## src/rtl/fspr_pkg.sv

```systemverilog
package fspr_pkg;
  // ----------------------------------------------------------------
  // Word and address geometry
  // ----------------------------------------------------------------
  localparam int          ADDR_W      = 15;
  localparam int          DATA_W      = 14;
  localparam int          SFR_AW      = 3;
  localparam int          LATCH_SEL_W = 5;
  localparam int          ROW_WORDS   = 32;
  localparam logic [13:0] LATCH_RESET = 14'h3fff;

  // ----------------------------------------------------------------
  // Controller register indices and control bit positions
  // ----------------------------------------------------------------
  localparam logic [2:0] SFR_CTRL = 3'h0;
  localparam logic [2:0] SFR_KEY  = 3'h1;
  localparam logic [2:0] SFR_DATL = 3'h2;
  localparam logic [2:0] SFR_DATH = 3'h3;
  localparam logic [2:0] SFR_ADRL = 3'h4;
  localparam logic [2:0] SFR_ADRH = 3'h5;

  localparam int CTRL_RD    = 0;
  localparam int CTRL_WR    = 1;
  localparam int CTRL_WRITE_ENABLE_BIT  = 2;
  localparam int CTRL_ERASE = 4;
  localparam int CTRL_LWLO  = 5;
  localparam int CTRL_CONFIG_SPACE_SELECT  = 6;

  localparam logic [7:0] KEY_FIRST  = 8'h55;
  localparam logic [7:0] KEY_SECOND = 8'haa;

  // ----------------------------------------------------------------
  // Timing
  // ----------------------------------------------------------------
  localparam int CLK_PERIOD_NS = 25;
  localparam int ERASE_TIME_MS = 2;
  localparam int ERASE_CYCLES  = ERASE_TIME_MS * 1000000 / CLK_PERIOD_NS;

  // ----------------------------------------------------------------
  // Core-side command registers, operations and step kinds
  // ----------------------------------------------------------------
  localparam logic [1:0] HREG_CMD  = 2'h0;
  localparam logic [1:0] HREG_ADDR = 2'h1;
  localparam logic [1:0] HREG_DATA = 2'h2;
  localparam logic [1:0] HREG_STAT = 2'h3;

  localparam logic [2:0] OP_READ  = 3'h1;
  localparam logic [2:0] OP_ERASE = 3'h2;
  localparam logic [2:0] OP_LOAD  = 3'h3;
  localparam logic [2:0] OP_PROG  = 3'h4;

  localparam logic [1:0] K_WR  = 2'h0;
  localparam logic [1:0] K_RD  = 2'h1;
  localparam logic [1:0] K_NOP = 2'h2;
  localparam logic [1:0] K_END = 2'h3;
endpackage : fspr_pkg

```

## src/rtl/fspr_if.sv

```systemverilog
`timescale 1ns/10ps
interface fspr_if;
  logic [fspr_pkg::SFR_AW-1:0] sfr_addr;
  logic [7:0]                  sfr_wdata;
  logic                        sfr_wr;
  logic                        sfr_rd;
  logic [7:0]                  sfr_rdata;
  logic                        force_nop;
  logic                        stall;

  modport dev (
    input  sfr_addr,
    input  sfr_wdata,
    input  sfr_wr,
    input  sfr_rd,
    output sfr_rdata,
    output force_nop,
    output stall
  );

  modport core (
    output sfr_addr,
    output sfr_wdata,
    output sfr_wr,
    output sfr_rd,
    input  sfr_rdata,
    input  force_nop,
    input  stall
  );
endinterface : fspr_if

```

## src/rtl/fspr_device.sv

```systemverilog
// The register addresses and the strobed register port are this design's own decisions.
`timescale 1ns/10ps
// Functional notes
// - Rows of 32 fourteen-bit words; row erase minimum
// - Thirty-two hidden latches filled through data pair
// - Firmware loads address, clears config select, reads
// - Array read in second cycle; second slot discarded
// - Read data in pair the cycle after
// - Data pair holds until read or write
// - Firmware puts two NOPs after read trigger
// - Erase, load, program only after unlock
// - Firmware writes 55h, AAh, trigger, two NOPs
// - Write trigger forces next two slots NOP
// - Erase or program stalls about 2 ms
// - Latch load: two NOPs, no stall
// - Firmware masks interrupts around unlock; the core has no interrupts to mask
// - Erase any address in row; erase, enable set
// - Stall halts execution only; clocks run
// - Two setup cycles; resume at third instruction
// - Firmware puts two NOPs after erase trigger
// - Firmware saves row before rewriting programmed words; the core programs without saving the row
// - Triggers set by software, cleared by hardware
// - Write needs enable bit; cleared at reset
// - Fifteen-bit address pair, fourteen-bit data pair
// - Low five bits pick latch; upper ten row
module fspr_device #(
  parameter int LSEL_W       = fspr_pkg::LATCH_SEL_W,
  parameter int ERASE_CYCLES = fspr_pkg::ERASE_CYCLES
) (
  input  wire logic                                         clk,
  input  wire logic                                         rst_b,
  input  wire logic                                         ce,
  fspr_if.dev                                               bus,
  output wire logic [fspr_pkg::ADDR_W-1:0]                  mem_addr,
  output wire logic [fspr_pkg::ADDR_W-LSEL_W-1:0]           mem_row,
  output wire logic                                         mem_cfg,
  output wire logic                                         mem_rd,
  input  wire logic [fspr_pkg::DATA_W-1:0]                  mem_rdata,
  output wire logic                                         mem_erase,
  output wire logic                                         mem_prog,
  output wire logic [(1<<LSEL_W)*fspr_pkg::DATA_W-1:0]      mem_row_data
);
  import fspr_pkg::*;

  localparam int NWORDS = 1 << LSEL_W;
  localparam int TMR_W  = $clog2(ERASE_CYCLES + 1);

  // ----------------------------------------------------------------
  // Elaboration checks
  // ----------------------------------------------------------------
  generate
    if (LSEL_W < 1 || LSEL_W > 8) begin : g_bad_lsel
      $error("fspr_device: latch select must fit in the low address byte");
    end
    if (ERASE_CYCLES < 1) begin : g_bad_erase
      $error("fspr_device: erase time must be at least one cycle");
    end
  endgenerate

  typedef enum logic [5:0] {
    ST_IDLE = 6'b000001,
    ST_RD1  = 6'b000010,
    ST_RD2  = 6'b000100,
    ST_WR1  = 6'b001000,
    ST_WR2  = 6'b010000,
    ST_BUSY = 6'b100000
  } fspr_state_t;

  typedef enum logic [2:0] {
    KEY_NONE = 3'b001,
    KEY_55   = 3'b010,
    KEY_AA   = 3'b100
  } fspr_key_t;

  typedef struct packed {
    fspr_state_t                      st;
    fspr_key_t                        key;
    logic                             rd;
    logic                             wr;
    logic                             write_enable_bit;
    logic                             erase;
    logic                             lwlo;
    logic                             config_space_select;
    logic [ADDR_W-1:0]                adr;
    logic [DATA_W-1:0]                dat;
    logic [NWORDS-1:0][DATA_W-1:0]    lat;
    logic [TMR_W-1:0]                 tmr;
    logic [7:0]                       rdata;
    logic                             mem_erase;
    logic                             mem_prog;
  } fspr_dev_t;

  localparam fspr_dev_t RST_VAL = '{st: ST_IDLE, key: KEY_NONE, lat: {NWORDS{LATCH_RESET}}, default: '0};

  function automatic logic sfr_hit(input logic en, input logic [2:0] a, input logic [2:0] target);
    sfr_hit = en && (a == target);
  endfunction : sfr_hit

  fspr_dev_t r;
  fspr_dev_t next_r;
  logic      stall;
  logic      kill;
  logic      take;

  // ----------------------------------------------------------------
  // Slot control
  // ----------------------------------------------------------------
  assign stall = (r.st == ST_BUSY);
  assign kill  = (r.st == ST_RD2) || (r.st == ST_WR1) || (r.st == ST_WR2);
  assign take  = bus.sfr_wr && !stall && !kill;

  // ----------------------------------------------------------------
  // Next state
  // ----------------------------------------------------------------
  always_comb begin
    next_r           = r;
    next_r.mem_erase = 1'b0;
    next_r.mem_prog  = 1'b0;
    next_r.rdata     = 8'h00;

    // Register read answers one cycle later; the key register reads zero
    if (bus.sfr_rd && !stall && !kill) begin
      case (bus.sfr_addr)
        SFR_CTRL: next_r.rdata = {1'b0, r.config_space_select, r.lwlo, r.erase, 1'b0, r.write_enable_bit, r.wr, r.rd};
        SFR_DATL: next_r.rdata = r.dat[7:0];
        SFR_DATH: next_r.rdata = {2'b00, r.dat[DATA_W-1:8]};
        SFR_ADRL: next_r.rdata = r.adr[7:0];
        SFR_ADRH: next_r.rdata = {1'b0, r.adr[ADDR_W-1:8]};
        default:  next_r.rdata = 8'h00;
      endcase
    end

    // Any taken write that is not the next unlock step drops the unlock
    if (take) begin
      next_r.key = KEY_NONE;
    end

    if (sfr_hit(take, bus.sfr_addr, SFR_KEY)) begin
      if (bus.sfr_wdata == KEY_FIRST) begin
        next_r.key = KEY_55;
      end else if (bus.sfr_wdata == KEY_SECOND && r.key == KEY_55) begin
        next_r.key = KEY_AA;
      end
    end

    if (sfr_hit(take, bus.sfr_addr, SFR_DATL)) begin
      next_r.dat[7:0] = bus.sfr_wdata;
    end
    if (sfr_hit(take, bus.sfr_addr, SFR_DATH)) begin
      next_r.dat[DATA_W-1:8] = bus.sfr_wdata[DATA_W-9:0];
    end
    if (sfr_hit(take, bus.sfr_addr, SFR_ADRL)) begin
      next_r.adr[7:0] = bus.sfr_wdata;
    end
    if (sfr_hit(take, bus.sfr_addr, SFR_ADRH)) begin
      next_r.adr[ADDR_W-1:8] = bus.sfr_wdata[ADDR_W-9:0];
    end

    if (sfr_hit(take, bus.sfr_addr, SFR_CTRL)) begin
      next_r.write_enable_bit  = bus.sfr_wdata[CTRL_WRITE_ENABLE_BIT];
      next_r.erase = bus.sfr_wdata[CTRL_ERASE];
      next_r.lwlo  = bus.sfr_wdata[CTRL_LWLO];
      next_r.config_space_select  = bus.sfr_wdata[CTRL_CONFIG_SPACE_SELECT];
      // Trigger bits only set here; a written zero leaves them alone
      if (r.st == ST_IDLE && bus.sfr_wdata[CTRL_RD]) begin
        next_r.rd = 1'b1;
        next_r.st = ST_RD1;
      end else if (r.st == ST_IDLE && bus.sfr_wdata[CTRL_WR] && bus.sfr_wdata[CTRL_WRITE_ENABLE_BIT]
                   && r.key == KEY_AA) begin
        next_r.wr = 1'b1;
        next_r.st = ST_WR1;
      end
    end

    case (r.st)
      ST_IDLE: begin
      end
      ST_RD1: begin
        next_r.st = ST_RD2;
      end
      ST_RD2: begin
        next_r.dat = mem_rdata;
        next_r.rd  = 1'b0;
        next_r.st  = ST_IDLE;
      end
      ST_WR1: begin
        // First forced slot: the word goes into its latch unless erasing
        if (!r.erase) begin
          next_r.lat[r.adr[LSEL_W-1:0]] = r.dat;
        end
        next_r.st = ST_WR2;
      end
      ST_WR2: begin
        if (r.erase || !r.lwlo) begin
          next_r.mem_erase = r.erase;
          next_r.mem_prog  = !r.erase;
          next_r.tmr       = TMR_W'(ERASE_CYCLES - 1);
          next_r.st        = ST_BUSY;
        end else begin
          next_r.wr = 1'b0;
          next_r.st = ST_IDLE;
        end
      end
      ST_BUSY: begin
        // Only instruction flow halts; this block keeps clocking
        if (r.tmr == '0) begin
          next_r.wr = 1'b0;
          next_r.st = ST_IDLE;
          if (!r.erase) begin
            next_r.lat = {NWORDS{LATCH_RESET}};
          end
        end else begin
          next_r.tmr = r.tmr - TMR_W'(1);
        end
      end
      default: begin
        next_r.st = ST_IDLE;
      end
    endcase
  end

  // ----------------------------------------------------------------
  // State register
  // ----------------------------------------------------------------
  always_ff @(posedge clk or negedge rst_b) begin
    if (!rst_b) begin
      r <= RST_VAL;
    end else if (ce) begin
      r <= next_r;
    end
  end

  // ----------------------------------------------------------------
  // Outputs
  // ----------------------------------------------------------------
  assign bus.sfr_rdata = r.rdata;
  assign bus.force_nop = kill;
  assign bus.stall     = stall;
  assign mem_addr      = r.adr;
  assign mem_row       = r.adr[ADDR_W-1:LSEL_W];
  assign mem_cfg       = r.config_space_select;
  assign mem_rd        = (r.st == ST_RD2);
  assign mem_erase     = r.mem_erase;
  assign mem_prog      = r.mem_prog;
  assign mem_row_data  = r.lat;
endmodule : fspr_device

```

## src/flat_wrapper.sv

```systemverilog
// flat-port wrapper written by rule: the top's interface ports become plain ports
module fspr_device_flat import fspr_pkg::*;
#(
  parameter int LSEL_W       = fspr_pkg::LATCH_SEL_W,
  parameter int ERASE_CYCLES = fspr_pkg::ERASE_CYCLES
)
  (clk, rst_b, ce, mem_addr, mem_row, mem_cfg, mem_rd, mem_rdata, mem_erase, mem_prog, mem_row_data, bus_sfr_addr, bus_sfr_wdata, bus_sfr_wr, bus_sfr_rd, bus_sfr_rdata, bus_force_nop, bus_stall);
  fspr_if bus_i ();
  input  wire logic clk;
  input  wire logic rst_b;
  input  wire logic ce;
  output wire logic [fspr_pkg::ADDR_W-1:0] mem_addr;
  output wire logic [fspr_pkg::ADDR_W-LSEL_W-1:0] mem_row;
  output wire logic mem_cfg;
  output wire logic mem_rd;
  input  wire logic [fspr_pkg::DATA_W-1:0] mem_rdata;
  output wire logic mem_erase;
  output wire logic mem_prog;
  output wire logic [(1<<LSEL_W)*fspr_pkg::DATA_W-1:0] mem_row_data;
  input wire logic [$bits(bus_i.sfr_addr)-1:0] bus_sfr_addr;
  input wire logic [$bits(bus_i.sfr_wdata)-1:0] bus_sfr_wdata;
  input wire logic [$bits(bus_i.sfr_wr)-1:0] bus_sfr_wr;
  input wire logic [$bits(bus_i.sfr_rd)-1:0] bus_sfr_rd;
  output wire logic [$bits(bus_i.sfr_rdata)-1:0] bus_sfr_rdata;
  output wire logic [$bits(bus_i.force_nop)-1:0] bus_force_nop;
  output wire logic [$bits(bus_i.stall)-1:0] bus_stall;
  assign bus_i.sfr_addr = bus_sfr_addr;
  assign bus_i.sfr_wdata = bus_sfr_wdata;
  assign bus_i.sfr_wr = bus_sfr_wr;
  assign bus_i.sfr_rd = bus_sfr_rd;
  assign bus_sfr_rdata = bus_i.sfr_rdata;
  assign bus_force_nop = bus_i.force_nop;
  assign bus_stall = bus_i.stall;
  fspr_device #(.LSEL_W(LSEL_W), .ERASE_CYCLES(ERASE_CYCLES)) u_core (.clk(clk), .rst_b(rst_b), .ce(ce), .bus(bus_i), .mem_addr(mem_addr), .mem_row(mem_row), .mem_cfg(mem_cfg), .mem_rd(mem_rd), .mem_rdata(mem_rdata), .mem_erase(mem_erase), .mem_prog(mem_prog), .mem_row_data(mem_row_data));
endmodule
```

## config.mk

```make
export PLATFORM = sky130hd
export DESIGN_NAME = fspr_device_flat
export DESIGN_NICKNAME = d
export VERILOG_FILES = /design/src/rtl/fspr_pkg.sv /design/src/rtl/fspr_if.sv /design/src/rtl/fspr_device.sv /design/src/flat_wrapper.sv
export SDC_FILE = /design/constraint.sdc
export NUM_CORES = 1
export LEC_CHECK = 0
export BUFFER_PORTS_ARGS = -buffer_cell sky130_fd_sc_hd__buf_2
export CORE_MARGIN = 3
export CORE_UTILIZATION = 45
export DETAILED_ROUTE_END_ITERATION = 8
export PLACE_DENSITY_LB_ADDON = 0.25
export SETUP_SLACK_MARGIN = 0.2
export SYNTH_ARGS = -nofsm -noshare
export SYNTH_HDL_FRONTEND = slang
export SYNTH_SLANG_ARGS = --single-unit
```

## constraint.sdc

```tcl
create_clock -name clk -period 2.95 [get_ports clk]
set_input_delay 0.59 -clock clk [delete_from_list [all_inputs] [get_ports clk]]
set_output_delay 0.59 -clock clk [all_outputs]
set_load 0.02 [all_outputs]
```

==> flow_summary.ini <==
[run_status]
outcome = completed

[global_routing]
antenna_found_initial = 0
grt_pass1_vias = 16306
grt_max_degree = 73
grt_pass1_wl_mm = 111.2
grt_overflow_total = 0
grt_usage = 0.2444

[worst_setup_path]
cp_max_fo = 12
r2r_start = u_core.r[14]$_DFFE_PN0P_
critPathArrivalTime_ps = 2050
crit_start = u_core.r[518]$_DFFE_PN0P_
cp_slowest_cell = dfrtp_1
cp.required_ps = 2360
cp_cell_sequence = nor2b_2 > nand2_2 > inv_4 > buf_6 > buf_2
critPathKind = flip-flop to output port
endpoint_kind = output port
worst_setup_path_start_kind = flip-flop
max_stage_delay_ps = 520

[power]
power_w = 0.01651
p_int_w = 0.01244
p_per_area_nw_per_um2 = 596.6
p_comb_frac = 0.073
ir_drop_v = 0.0003932
pwr-share-clk = 0.462
sw_frac_of_total = 0.2463
p_seq_frac = 0.465
switching_power_w = 0.004065
p_leak_nw = 12.19

[timing]
worst_hold_slack_ps = 239.3
max_slew_margin = 0.5438
finalHoldViolations = 0
fin_crit_sh = 0.8954
slew_viol_final = 0
setup_viol = 0
rsz0062_at_grt = true
worst_pin_slew_ps = 684.2
fmax_ghz = 0.3786
period_needed_ps = 2641
finClkSkew_ps = 20.79
finalSetupTns_ps = 0

[finish]
area_growth_pct = 8.471
antenna_cells = 0
final_cell_mix = buf_2 (515), dfstp_2 (450), a2bb2oi_1 (197)
drive_above_1_share = 0.6475
final_common_cell = buf_2
nets = 2111

[clocking]
cts_hold_buf = 0
cts_root_buffer = clkbuf_16
clkLatencyLatePin_ps = 610
htree_levels = 2
clk_pin_slew_ps = 60
cts_tree = built
numCtsBuffers = 56
clock_path_buffers = 3
clock-sinks = 519

[floorplanning]
die_area_um2 = 59580
fp.dieW_um = 244.1
num_rows = 86
initial_core_util = 0.4585
core_um2 = 55630
ioPinCount = 517
die_height_um = 244.1

[yosys]
syn_area_um2 = 25510
async_flop_share = 1.000
syn-instance-count = 2034
synth_ff_type = dfstp_2
synth-seq-area-share = 0.5312
ys_seq_elements = 519
yosysWarningCount = 0
synth-edff-count = 0
synth_cell_types = 76
avgSynthCellArea_um2 = 12.54
synth.net_count = 2066

[run]
cap_violations = 0

[place]
place_congestion = 0.8946
port-buffer-count = 516
hpwl_mm = 51.63

[detailed_routing]
dr.pass1.iters = 5
ant_nets = 0
drt_iter0_drc = 894
routed_wl_mm = 74.40
vias_per_cell = 5.577
vias = 16022
wl_per_cell_um = 25.90
remaining_drc_errors = 0

[min_path]
hp-start = mem_rdata[11]
hold_path_class = input port to flip-flop
==> critical path, delay by kind of cell (launching register included) <==
family                 cells  cell delay (ps)
AND/OR/NAND/NOR            2              390
flip-flops                 1              520
buffers and inverters      3              520
==> cell usage after synthesis, types with 4 or more instances <==
cell type	n	area, um2
a31oi_1	21	131.4
dfstp_2	450	11820
buf_2	50	250.2
a21oi_1	16	80.08
a2bb2oi_2	100	1501
nand4_1	7	43.79
or3_1	8	50.05
inv_1	18	67.56
clkbuf_1	54	202.7
nand4b_1	4	35.03
nand2b_1	21	131.4
mux2_2	22	247.7
a2bb2oi_1	197	1725
buf_1	11	41.29
nor2_2	10	62.56
nor2b_1	9	56.30
buf_4	496	3724
nand3_1	11	55.05
nor3_1	8	40.04
nand2_1	49	183.9
o22a_1	154	1349
a221oi_1	10	87.58
nor2b_4	21	289.0
o22ai_1	9	56.30
buf_6	14	157.7
nor4_1	4	25.02
nand3b_1	6	45.04
a21oi_4	10	162.7
o21ai_0	18	90.09
dfrtp_1	69	1727
nor3b_1	4	30.03
o21ai_1	9	45.04
or4_1	4	30.03
a21oi_2	11	96.34
nor2_1	59	221.5
mux2i_1	9	90.09
==> cell type report <==
type                       count  area [um2]
fill                        4932       27960
sequential                   519       13550
inverter                      21       86.33
timing repair buffer         613        3445
multi-input combinational    868        7604
clock buffer                  83        1738
tap                          748       935.9
clock inverter                21       306.5
==> power groups by stage <==
stage	logic (W)	clock network (W)	registers, W
after global placement	0.00116	0	0.00777
after detailed placement	0.00117	0	0.00777
after CTS	0.00119	0.00776	0.00767
after floorplan	0.000865	0	0.00754
final	0.00121	0.00762	0.00768
after global routing	0.00132	0.00805	0.00770
==> flip-flops by register name (all words and copies together) (netlist names) <==
name                  flops
u_core.mem_row_data     448
u_core.r                 45
u_core.mem_addr          15
u_core.bus.sfr_rdata      8
u_core.mem_cfg            1
u_core.mem_erase          1
u_core.mem_prog           1
==> metal layers <==
layer | track usage | wire length, um | vias up
li1 | - | - | 6947
met1 | 0.3185 | 31050 | 8343
met2 | 0.4088 | 36470 | 572
met3 | 0.04068 | 3819 | 160
met4 | 0.09486 | 3061 | 0
met5 | 0 | 0 | -
==> through the flow <==
stage,worst slack (ps),utilization,instance area (um2),cells
detailed placement,486.2,0.4590,25530,2763
global placement,553.0,0.4590,25530,2763
CTS,205.4,0.4963,27610,2869
global route,191.8,0.4974,27670,2873
finish,308.6,0.4974,27670,2873
floorplan,771.7,-,25510,2034
==> worst paths after layout <==
check | to | slack [ps] | cells past startpoint
max reg2reg | u_core.mem_row_data[303]$_DFFE_PN1P_ | 480 | 6
min | u_core.r[486]$_DFFE_PN0P_ | 240 | 3
max | bus_stall | 310 | 5
min reg2reg | u_core.r[511]$_DFFE_PN0P_ | 500 | 2
min in group asynchronous | u_core.mem_row_data[227]$_DFFE_PN1P_ | 290 | 1
max in group asynchronous | u_core.mem_row_data[10]$_DFFE_PN1P_ | 2160 | 2
==> cell families (layout without fill, tap and decap cells) <==
| group | Yosys count | count (layout) | synth area share |
|---|---|---|---|
| compound gates | 583 | 583 | 0.2188 |
| xor+xnor | 2 | 2 | 0.0006868 |
| buf+inv | 647 | 738 | 0.1752 |
| simple gates | 250 | 250 | 0.05989 |
| fa+ha+maj | 2 | 2 | 0.0009809 |
| flops | 519 | 519 | 0.5312 |
| mux | 31 | 31 | 0.01324 |
==> what timing repair did <==
action / in CTS / in global routing
endpoints found under the setup margin: 3 / 3
cloned: 0 / 0
pin swaps: 2 / 1
gates resized for setup: 6 / 9
buffers inserted: 2 / 4
No activity file was read; power rests on OpenSTA's default activity.
